### src/common/dpssc_defines.svh
// constants for the dp slave status and control block
`ifndef DPSSC_DEFINES_SVH
`define DPSSC_DEFINES_SVH

// global control command byte bit positions
`define DPSSC_GC_BIT_CLEAR    1
`define DPSSC_GC_BIT_UNFREEZE 2
`define DPSSC_GC_BIT_FREEZE   3
`define DPSSC_GC_BIT_UNSYNC   4
`define DPSSC_GC_BIT_SYNC     5
`define DPSSC_GC_CLEAR_POS    1

// reset value and default data width
`define DPSSC_GC_RESET        8'h00
`define DPSSC_DATA_W          8

`endif

### src/common/dpssc_pkg.sv
// types for the dp slave status and control block
package dpssc_pkg;

  // dp state encoding
  typedef enum logic [1:0] {
    state_await_params = 2'b00,
    state_await_config = 2'b01,
    state_exchange     = 2'b10,
    state_fault        = 2'b11
  } dpssc_dp_state_type;

  // decoded global control actions
  typedef struct packed {
    logic clear;
    logic unfreeze;
    logic freeze;
    logic unsync;
    logic sync;
  } dpssc_gc_type;

  // slave address request descriptor
  typedef struct packed {
    logic [7:0] buf_ptr;
    logic [7:0] len;
  } dpssc_ssa_type;

endpackage : dpssc_pkg

### src/hw/dpssc_gc_decode.sv
// decoder of the global control command byte
`include "dpssc_defines.svh"
module dpssc_gc_decode (
  // command byte
  input  wire logic [7:0]          i_cmd,
  // decoded actions
  output dpssc_pkg::dpssc_gc_type  o_act
);
  // ------------------------------------------------------------
  // decode
  // ------------------------------------------------------------
  // bits 0, 6 and 7 are never looked at
  always_comb begin
    o_act.clear    = i_cmd[`DPSSC_GC_CLEAR_POS];
    o_act.unfreeze = i_cmd[`DPSSC_GC_BIT_UNFREEZE];
    o_act.freeze   = i_cmd[`DPSSC_GC_BIT_FREEZE];
    o_act.unsync   = i_cmd[`DPSSC_GC_BIT_UNSYNC];
    o_act.sync     = i_cmd[`DPSSC_GC_BIT_SYNC];
  end
endmodule : dpssc_gc_decode

### src/hw/dpssc_top.sv
// status and control logic of a dp slave seen from the local processor
//
// Behaviour
// - diag release only after master fetch
// - diag flag true until buffer sent
// - static diagnostics forces flag not sent
// - sent event only when enabled
// - address change event with pointer, length
// - gc event on group match, changed byte
// - gc buffer actions internal, byte readable
// - bit 1 clears output data
// - bit 2 ends input freeze
// - bit 3 freezes inputs
// - bit 4 ends output sync
// - bit 5 releases latest outputs, holds
// - bits 0, 6, 7 trigger no action
// - event on entering or leaving exchange
// - state reported as four codes
// - bad params in exchange leave exchange
// - offline until fresh initialisation
// - passive reads 1, offline 0
`include "dpssc_defines.svh"
module dpssc_top #(
  parameter int DATA_W = `DPSSC_DATA_W
) (
  // clock and reset
  input  wire logic                              i_clk_sys,
  input  wire logic                              i_rst,
  // local side controls
  input  wire logic                              i_init,
  input  wire logic                              i_go_offline_cmd,
  input  wire logic                              i_diag_handover,
  input  wire logic                              i_static_diag,
  input  wire logic                              i_diag_sent_enable,
  input  wire logic                              i_address_buffer_release,
  // master side events
  input  wire logic                              i_diag_fetched,
  input  wire logic                              i_ssa_recv,
  input  wire dpssc_pkg::dpssc_ssa_type          i_ssa,
  input  wire logic                              i_gc_recv,
  input  wire logic                              i_gc_group_match,
  input  wire logic [7:0]                        i_gc_cmd,
  input  wire logic                              i_prm_ok,
  input  wire logic                              i_prm_bad,
  input  wire logic                              i_cfg_ok,
  input  wire logic                              i_fault,
  // data paths
  input  wire logic [DATA_W-1:0]                 i_out_data,
  input  wire logic                              i_out_valid,
  input  wire logic [DATA_W-1:0]                 i_in_data,
  // status to local side
  output logic                                   o_diag_pending_flag,
  output logic                                   o_diag_buf_swap,
  output logic                                   o_diag_sent_event,
  output logic                                   o_address_change_event,
  output dpssc_pkg::dpssc_ssa_type               o_slave_address_request,
  output logic                                   o_ssa_buf_busy,
  output logic                                   o_gc_event,
  output logic [7:0]                             o_gc_cmd,
  output logic                                   o_exchange_state_change_event,
  output dpssc_pkg::dpssc_dp_state_type          o_dp_state,
  output logic                                   o_offline_passive_status,
  // data to application and master
  output logic [DATA_W-1:0]                      o_app_out_data,
  output logic [DATA_W-1:0]                      o_master_in_data
);

  // ------------------------------------------------------------
  // elaboration check
  // ------------------------------------------------------------
  // command and address fields stay byte wide whatever DATA_W is
  if (DATA_W < 1) begin : g_bad_width
    $error("data width must be at least one bit");
  end

  // ------------------------------------------------------------
  // state
  // ------------------------------------------------------------
  typedef struct packed {
    // diagnostics
    logic                           diag_pend;
    logic                           diag_flag;   // pending or static, as the local side reads it
    logic                           diag_swap;
    logic                           diag_ev;
    // address request
    logic                           ssa_ev;
    dpssc_pkg::dpssc_ssa_type       slave_address_request;
    logic                           ssa_busy;
    // global control
    logic                           gc_ev;
    logic [7:0]                     gc_cmd;
    logic                           frozen;
    logic                           synced;
    // state machine
    logic                           xchg_ev;
    dpssc_pkg::dpssc_dp_state_type  dp_state;
    logic                           passive;
    // data paths
    logic [DATA_W-1:0]              out_latest;
    logic [DATA_W-1:0]              app_out;
    logic [DATA_W-1:0]              master_in;
  } dpssc_state_type;

  // registered state, its next value, decoded command and its strobe
  dpssc_state_type          s_q;
  dpssc_state_type          s_d;
  dpssc_pkg::dpssc_gc_type  gc_act;
  logic                     gc_take;

  // ------------------------------------------------------------
  // command decoder
  // ------------------------------------------------------------
  dpssc_gc_decode u_gc_decode (
    .i_cmd (i_gc_cmd),
    .o_act (gc_act)
  );

  // new message only on group match and a changed byte; a master that
  // repeats the same command every cycle therefore raises no event, and
  // an offline slave takes no command until it is initialised again
  assign gc_take = i_gc_recv && i_gc_group_match && (i_gc_cmd != s_q.gc_cmd) && s_q.passive;

  // ------------------------------------------------------------
  // helpers
  // ------------------------------------------------------------
  // true while the slave sits in data exchange
  function automatic logic is_exch(input dpssc_pkg::dpssc_dp_state_type st);
    return st == dpssc_pkg::state_exchange;
  endfunction : is_exch

  // ------------------------------------------------------------
  // next state
  // ------------------------------------------------------------
  always_comb begin
    s_d         = s_q;
    s_d.diag_ev = 1'b0;
    s_d.ssa_ev  = 1'b0;
    s_d.gc_ev   = 1'b0;
    s_d.xchg_ev = 1'b0;

    // diagnostics: handover arms, master fetch releases the other buffer
    // handover wins over a fetch in the same cycle: the new buffer is not out yet
    s_d.diag_swap = 1'b0;
    if (i_diag_handover) begin
      s_d.diag_pend = 1'b1;
    end else if (s_q.diag_pend && i_diag_fetched) begin
      s_d.diag_pend = 1'b0;
      s_d.diag_swap = 1'b1;
      s_d.diag_ev   = i_diag_sent_enable;
    end

    // flag reads not sent while static diagnostics is on
    s_d.diag_flag = s_d.diag_pend | i_static_diag;

    // address change: a busy buffer refuses a new request
    // pointer and length stand until the next accepted request
    if (i_address_buffer_release) begin
      s_d.ssa_busy = 1'b0;
    end
    if (i_ssa_recv && !s_q.ssa_busy && s_q.passive) begin
      s_d.ssa_ev   = 1'b1;
      s_d.slave_address_request      = i_ssa;
      s_d.ssa_busy = 1'b1;                                   // set wins over release
    end

    // global control handled in hardware
    // unfreeze before freeze and unsync before sync, clear last
    if (gc_take) begin
      s_d.gc_ev  = 1'b1;
      s_d.gc_cmd = i_gc_cmd;
      if (gc_act.unfreeze) begin
        s_d.frozen = 1'b0;
      end
      if (gc_act.freeze) begin
        s_d.frozen = 1'b1;
        s_d.master_in = i_in_data;                           // each freeze takes one fresh snapshot
      end
      if (gc_act.unsync) begin
        s_d.synced = 1'b0;
      end
      if (gc_act.sync) begin
        s_d.synced  = 1'b1;
        s_d.app_out = s_q.out_latest;
      end
      if (gc_act.clear) begin
        s_d.out_latest = '0;
        s_d.app_out    = '0;
      end
    end

    // output data path, held back while synced
    // a clear in the same cycle beats the incoming frame
    if (i_out_valid && !(gc_take && gc_act.clear)) begin
      s_d.out_latest = i_out_data;
      if (!s_q.synced && !(gc_take && gc_act.sync)) begin
        s_d.app_out = i_out_data;
      end
    end

    // input data path, held while frozen
    // the freeze cycle itself already loaded the snapshot above
    if (!s_q.frozen && !(gc_take && gc_act.freeze)) begin
      s_d.master_in = i_in_data;
    end

    // dp state machine
    // a bad parameter frame throws back exchange, and await config unless i_cfg_ok; fault wins over the steps, go offline and init win over fault
    case (s_q.dp_state)
      dpssc_pkg::state_await_params: begin
        if (i_prm_ok) begin
          s_d.dp_state = dpssc_pkg::state_await_config;
        end
      end
      dpssc_pkg::state_await_config: begin
        if (i_cfg_ok) begin
          s_d.dp_state = dpssc_pkg::state_exchange;
        end else if (i_prm_bad) begin
          s_d.dp_state = dpssc_pkg::state_await_params;
        end
      end
      dpssc_pkg::state_exchange: begin
        if (i_prm_bad) begin
          s_d.dp_state = dpssc_pkg::state_await_params;
        end
      end
      // a fresh parameter frame clears the fault
      dpssc_pkg::state_fault: begin
        if (i_prm_ok) begin
          s_d.dp_state = dpssc_pkg::state_await_config;
        end
      end
      // all four codes are used; kept for a clean default
      default: begin
        s_d.dp_state = dpssc_pkg::state_await_params;
      end
    endcase
    if (i_fault) begin
      s_d.dp_state = dpssc_pkg::state_fault;
    end

    // offline: only a fresh initialisation brings the slave back
    // go offline wins over init in the same cycle
    if (i_go_offline_cmd) begin
      s_d.passive  = 1'b0;
      s_d.dp_state = dpssc_pkg::state_await_params;
    end else if (i_init) begin
      s_d.passive  = 1'b1;
      s_d.dp_state = dpssc_pkg::state_await_params;
      s_d.frozen   = 1'b0;
      s_d.synced   = 1'b0;
      s_d.gc_cmd   = `DPSSC_GC_RESET;
    end else if (!s_q.passive) begin
      s_d.dp_state = dpssc_pkg::state_await_params;
    end

    // entering or leaving data exchange
    s_d.xchg_ev = is_exch(s_q.dp_state) != is_exch(s_d.dp_state);
  end

  // ------------------------------------------------------------
  // registers
  // ------------------------------------------------------------
  // synchronous reset; passive idle, not offline, is the start state
  always_ff @(posedge i_clk_sys) begin
    if (i_rst) begin
      s_q          <= '0;
      s_q.gc_cmd   <= `DPSSC_GC_RESET;
      s_q.frozen   <= 1'b0;
      s_q.synced   <= 1'b0;
      s_q.passive  <= 1'b1;
      s_q.dp_state <= dpssc_pkg::state_await_params;
    end else begin
      s_q <= s_d;
    end
  end

  // ------------------------------------------------------------
  // outputs, all from flip-flops
  // ------------------------------------------------------------
  // diagnostics
  assign o_diag_pending_flag           = s_q.diag_flag;
  assign o_diag_buf_swap               = s_q.diag_swap;
  assign o_diag_sent_event             = s_q.diag_ev;
  // address request
  assign o_address_change_event        = s_q.ssa_ev;
  assign o_slave_address_request       = s_q.slave_address_request;
  assign o_ssa_buf_busy                = s_q.ssa_busy;
  // global control and state
  assign o_gc_event                    = s_q.gc_ev;
  assign o_gc_cmd                      = s_q.gc_cmd;
  assign o_exchange_state_change_event = s_q.xchg_ev;
  assign o_dp_state                    = s_q.dp_state;
  assign o_offline_passive_status      = s_q.passive;
  // data
  assign o_app_out_data                = s_q.app_out;
  assign o_master_in_data              = s_q.master_in;

endmodule : dpssc_top

### config.mk
export PLATFORM = sky130hd
export DESIGN_NAME = dpssc_top
export DESIGN_NICKNAME = d
export VERILOG_FILES = /design/src/common/dpssc_pkg.sv /design/src/hw/dpssc_gc_decode.sv /design/src/hw/dpssc_top.sv
export VERILOG_INCLUDE_DIRS = /design/src /design/src/common
export SDC_FILE = /design/constraint.sdc
export NUM_CORES = 1
export LEC_CHECK = 0
export BUFFER_PORTS_ARGS = -buffer_cell sky130_fd_sc_hd__buf_4
export CORE_UTILIZATION = 49
export CTS_BUF_LIST = sky130_fd_sc_hd__clkbuf_16
export DETAILED_ROUTE_END_ITERATION = 12
export GPL_TIMING_DRIVEN = 0
export PLACE_DENSITY = 0.78
export SLEW_MARGIN = 30
export SYNTH_ARGS = -nofsm -noshare
export SYNTH_HDL_FRONTEND = slang
export SYNTH_SLANG_ARGS = --single-unit
### constraint.sdc
create_clock -name i_clk_sys -period 2.9 [get_ports i_clk_sys]
set_clock_uncertainty 0.1 [all_clocks]
set_input_delay 0.87 -clock i_clk_sys [delete_from_list [all_inputs] [get_ports i_clk_sys]]
set_output_delay 0.87 -clock i_clk_sys [all_outputs]
set_load 0.005 [all_outputs]
# Word level (Yosys, flattened, before mapping)
# Index checks and enable logic that the tools add are counted.
[op_classes] n_addsub=0 n_mul=0 div_mod_pow=0 n_lt_le_gt_ge=0 n_eq_ne=6 shifts=0 mux=28 n_bitwise=2 n_reduce_logical=30
[ops] cell="$mux 16" n=2
[ops] cell="$mux 8" n=4
[ops] cell="$mux 24" n=1
[ops] cell="$mux 10" n=2
[ops] cell="$mux 18" n=1
[ops] cell="$mux 2" n=7
[ops] cell="$logic_and 1x1->1" n=12
[ops] cell="$reduce_bool 2->1" n=6
[ops] cell="$mux 11" n=1
[ops] cell="$mux 1" n=8
[ops] cell="$ne 8x8->1" n=1
[ops] cell="$eq 2x2->1 const B" n=3
[ops] cell="$logic_not 1->1" n=6
[ops] cell="$pmux 2 s3" n=1
[ops] cell="$reduce_and 2->1" n=2
[ops] cell="$reduce_or 2->1" n=2
[ops] cell="$mux 3" n=1
[ops] cell="$reduce_or 3->1" n=1
[ops] cell="$eq 2x1->1 const B" n=1
[ops] cell="$logic_not 2->1" n=1
[ops] cell="$ne 1x1->1" n=1
[ops] cell="$not 1->1" n=1
[ops] cell="$or 1x1->1" n=1
[totals] ff_bits=61 latch_bits=0 ram_bits=0 mem_bits_ro=0 out_inout_bits=50 memories=0

# Depth between registers and ports, before layout
[logic_depth] ltp_word=9 ltp_mapped=7 mapped_depth_nobuf=7

# Modules after synthesis
# Synthesis repeated with hierarchy kept, for this count alone.
[unflattened] cells_unflattened=314 hier_area_um2=2906.5
[modules_own_cells] module="dpssc_top" n_inst=1 cells_per_inst=309 area_each_um2=2869.0 seq_area_each_um2=1221.2
[modules_own_cells] module="dpssc_gc_decode" n_inst=1 cells_per_inst=5 area_each_um2=37.5 seq_area_each_um2=0.0

# Worst setup path before layout
# Ideal clock, no wire load.
[synth_timing] path_type="input-to-reg" from="input i_prm_ok" to="register s_q (netlist bit o_exchange_state_change_event)" setup_ps=121 arrival_time_ps=2165 path_slack_ps=515 stages=5 cell_sequence="or3b_1 a21oi_1 o21ai_1 a2111oi_0 mux2_2"
[synth_via] elab_chain_len=8
[synth_rtl] item="start: declaration" line="dpssc_top.sv:43" source="input wire logic i_prm_ok,"
[synth_rtl] item="$mux 2" line="dpssc_top.sv:210, dpssc_top.sv:228"
[synth_rtl] item="$pmux 2 s3" line="dpssc_top.sv:208" source="case (s_q.dp_state)"
[synth_rtl] item="$mux 2" line="dpssc_top.sv:237" source="if (i_fault) begin"
[synth_rtl] item="$mux 2" line="dpssc_top.sv:252" source="end else if (!s_q.passive) begin"
[synth_rtl] item="$mux 2" line="dpssc_top.sv:246" source="end else if (i_init) begin"
[synth_rtl] item="$mux 3" line="dpssc_top.sv:243" source="if (i_go_offline_cmd) begin"
[synth_rtl] item="$eq 2x2->1" line="dpssc_top.sv:128" source="return st == dpssc_pkg::state_exchange;"
[synth_rtl] item="$ne 1x1->1" line="dpssc_top.sv:257" source="s_d.xchg_ev = is_exch(s_q.dp_state) != is_exch(s_d.dp_state);"
[synth_rtl] item="end: declaration" line="dpssc_top.sv:105" source="dpssc_state_type s_q;"
# No other way between the ends.
# A chain may end at the register's enable or synchronous reset.

# Final worst setup path
[layout_timing] from="register s_q (netlist bit o_dp_state[0])" to="register s_q (netlist bit o_exchange_state_change_event)"
[layout_via] elab_chain_len=9 word_cells_on_any_way=15
[layout_rtl] item="$eq 2x2->1 (tied with other cells)" line="dpssc_top.sv:208"
[layout_rtl] item="$reduce_or 2->1 (no line) / $mux 2 (equally long branches)"
[layout_rtl] item="$pmux 2 s3" line="dpssc_top.sv:208"
[layout_rtl] item="$mux 2" line="dpssc_top.sv:237"
[layout_rtl] item="$mux 2" line="dpssc_top.sv:252"
[layout_rtl] item="$mux 2" line="dpssc_top.sv:246"
[layout_rtl] item="$mux 3" line="dpssc_top.sv:243"
[layout_rtl] item="$eq 2x2->1" line="dpssc_top.sv:128"
[layout_rtl] item="$ne 1x1->1 *" line="dpssc_top.sv:257"
# Mark *: on every way between the ends. The rest lies on a longest branch, timed or not.

==> results.cfg <==
[layout]
fin_nets = 483
final_util_pct = 71.5
drive_gt1_share_pct = 41.3
layoutNonFillerInstCount = 498
areaGrowthSynthToFinish_pct = 38.9
n_antenna_cell = 0

[floorplan]
fp.dieH_um = 78.5
core_area_um2 = 5570
rows = 27
start_util_pct = 51.5
chipWidth_um = 78.5
pin_count = 107
die_area_um2 = 6170

[placed_design]
gp_congestion = 0.775
port_buffers = 104
placedCellCount = 485
dp_hpwl_mm = 4.82

[routing]
met1_length_mm = 2.53
route.met2.wl_mm = 3.40
vias_per_cell = 4.82
dr_wl_met3_um = 364
routed.top_layer = met4
wirelength_mm = 6.40
ant_nets = 0
wl_per_cell_um = 12.8
drc = 0
via_count = 2400
drt_first_pass_iters = 4
drt-initial-drc-count = 80

[cts]
cts_sinks = 61
holdBufCountCts = 0
clk_latency_ps = 320
post_cts_resized = 0
htreeDepth = 3
cts_made_buffers = 9
cts_setup_buffers = 0
clk_pin_slew_worst_paths_ps = 50
cts_buffer_depth = 2
cts_tree = built
ctsRootBufferMaster = clkbuf_16

[timing]
rsz0062_at_grt = false
setup_violations = 0
tightest_slew_ps = 649
finalCritPeriodShare_pct = 83.8
tns_ps = 0
clock.fmax_mhz = 412
hold_violations = 0
slew_violations = 0
finalCriticalPeriod_ps = 2430
slew_headroom_pct = 56.7

[critical_path]
cp_max_fo = 5
worstSetupEndpointType = register
cp.arrival_ps = 2540
critPathLaunchType = register
reg2reg_slack_ps = 470
worst-setup-path-type = reg2reg
cp.required_ps = 3010

[synth]
yosysSeqAreaShare_pct = 42.6
synth-edff-count = 0
yosys.area.top_type = dfxtp_1
synthArstFlopShare_pct = 0
syn_nets = 368
syn_area_um2 = 2870
ys.flop_type = dfxtp_1
synth-seq-cells = 61
ys_top_cells_by_count = dfxtp_1, buf_4, nand2_1
synthCells = 309
synth.area.top_cells = dfxtp_1, buf_4, mux2i_1, nand2b_1, nand2_1
synth_top_area_share_pct = 42.6
syn_area_per_cell_um2 = 9.28
synth.distinct_cells = 38
yosysMostFrequentCell = dfxtp_1
yosysWarnings = 0

[run_status]
status = finished clean

[pwr]
swShare_pct = 23.1
power_w = 0.00214
pwr_density_cell_nw_per_um2 = 537
comb_power_share_pct = 15.8
intPower_w = 0.00164
vdd_ir_drop_max_mv = 0.366
seqPwrFrac_pct = 42.8
netSwitchingPower_w = 0.000494
clkPwrFrac_pct = 41.5
p_leak_nw = 1.94

[global_routing]
grt_use_total_pct = 21.6
grt_pass1_vias = 2325
antenna_found_initial = 0
grt-ovfl-total = 0
grt_pass1_wl_mm = 10.3
grt_max_degree = 11

[run]
maxCapViolCount = 0

[hold_path]
hold_class = reg2reg
routing by layer:
metal / track usage [%] / vias up
li1: - / 1217
met3: 4.88 / 13
met2: 39.4 / 75
met5: 0 / -
met4: 9.81 / 0
met1: 23.5 / 1095
kinds of logic after synthesis:
family / synth area share, %
adder cells (fa/ha/maj): 0.872
AND/OR/NAND/NOR: 17.1
AO/OA/AOI/OAI: 11.6
flip-flops: 42.6
XOR/XNOR: 2.44
buffers and inverters: 13.9
multiplexers: 11.6
final timing paths:
path | cells after the start | to | start
worst max-delay path | 7 | o_exchange_state_change_event | o_dp_state[0]
worst min-delay path | 2 | o_slave_address_request[3] | o_slave_address_request[3]
worst max register to register | 7 | o_exchange_state_change_event | o_dp_state[0]
worst min register to register | 2 | o_slave_address_request[3] | o_slave_address_request[3]
cell usage in the layout (no fill, tap or decap), drive strengths merged, types with 2 or more instances in the layout:
master	n
a211oi	2
a21o	4
a21oi	25
and3b	2
buf	151
clkbuf	16
clkinv	4
dfxtp	61
ha	2
inv	7
mux2	9
mux2i	23
nand2	35
nand2b	27
nor2	22
nor2b	2
nor3b	2
nor4	2
o211a	8
o21ai	2
o21bai	2
xor2	8
final cells by class:
class | instances | area (µm²)
plain buffers | 54 | 372
clock buffers | 9 | 225
clock inverters | 4 | 18.8
fillers | 456 | 1590
inverters | 7 | 26.3
multi-input cells | 187 | 1250
flip-flops and latches | 61 | 1220
well taps | 72 | 90.1
repair buffers | 104 | 781
power groups by stage:
stage          Clock, W  Sequential [W]  Combinational (W)
3_3_place_gp          0        0.000927           0.000332
3_5_place_dp          0        0.000930           0.000339
5_1_grt        0.000942        0.000919           0.000371
2_1_floorplan         0        0.000924           0.000187
6_report       0.000887        0.000914           0.000337
4_1_cts        0.000895        0.000914           0.000341
registers in the layout, indices dropped and copies added, names as in the netlist:
signal and count:
o_offline_passive_status 1, o_address_change_event 1, s_q 11, o_dp_state 2, o_diag_pending_flag 1, o_master_in_data 8
o_ssa_buf_busy 1, o_gc_event 1, o_app_out_data 8, o_exchange_state_change_event 1, o_diag_sent_event 1, o_slave_address_request 16
o_gc_cmd 8, o_diag_buf_swap 1
per-stage QoR:
step	instance area [µm²]	hold slack, ps	setup WS (ps)
after global routing	3980	371	315
after detailed placement	3740	348	186
final	3980	352	470
after CTS	3980	354	456
after floorplan	2870	329	515
after global placement	3740	342	233
worst max-delay path: stages, from the launching register on:
cell and delay (ps):
dfxtp_1 390, inv_1 60, ha_1 310, or3b_1 350, a21oi_1 130, o21ai_1 100
a2111oi_0 500, mux2_2 390
Power figures use the tool's default switching activity.
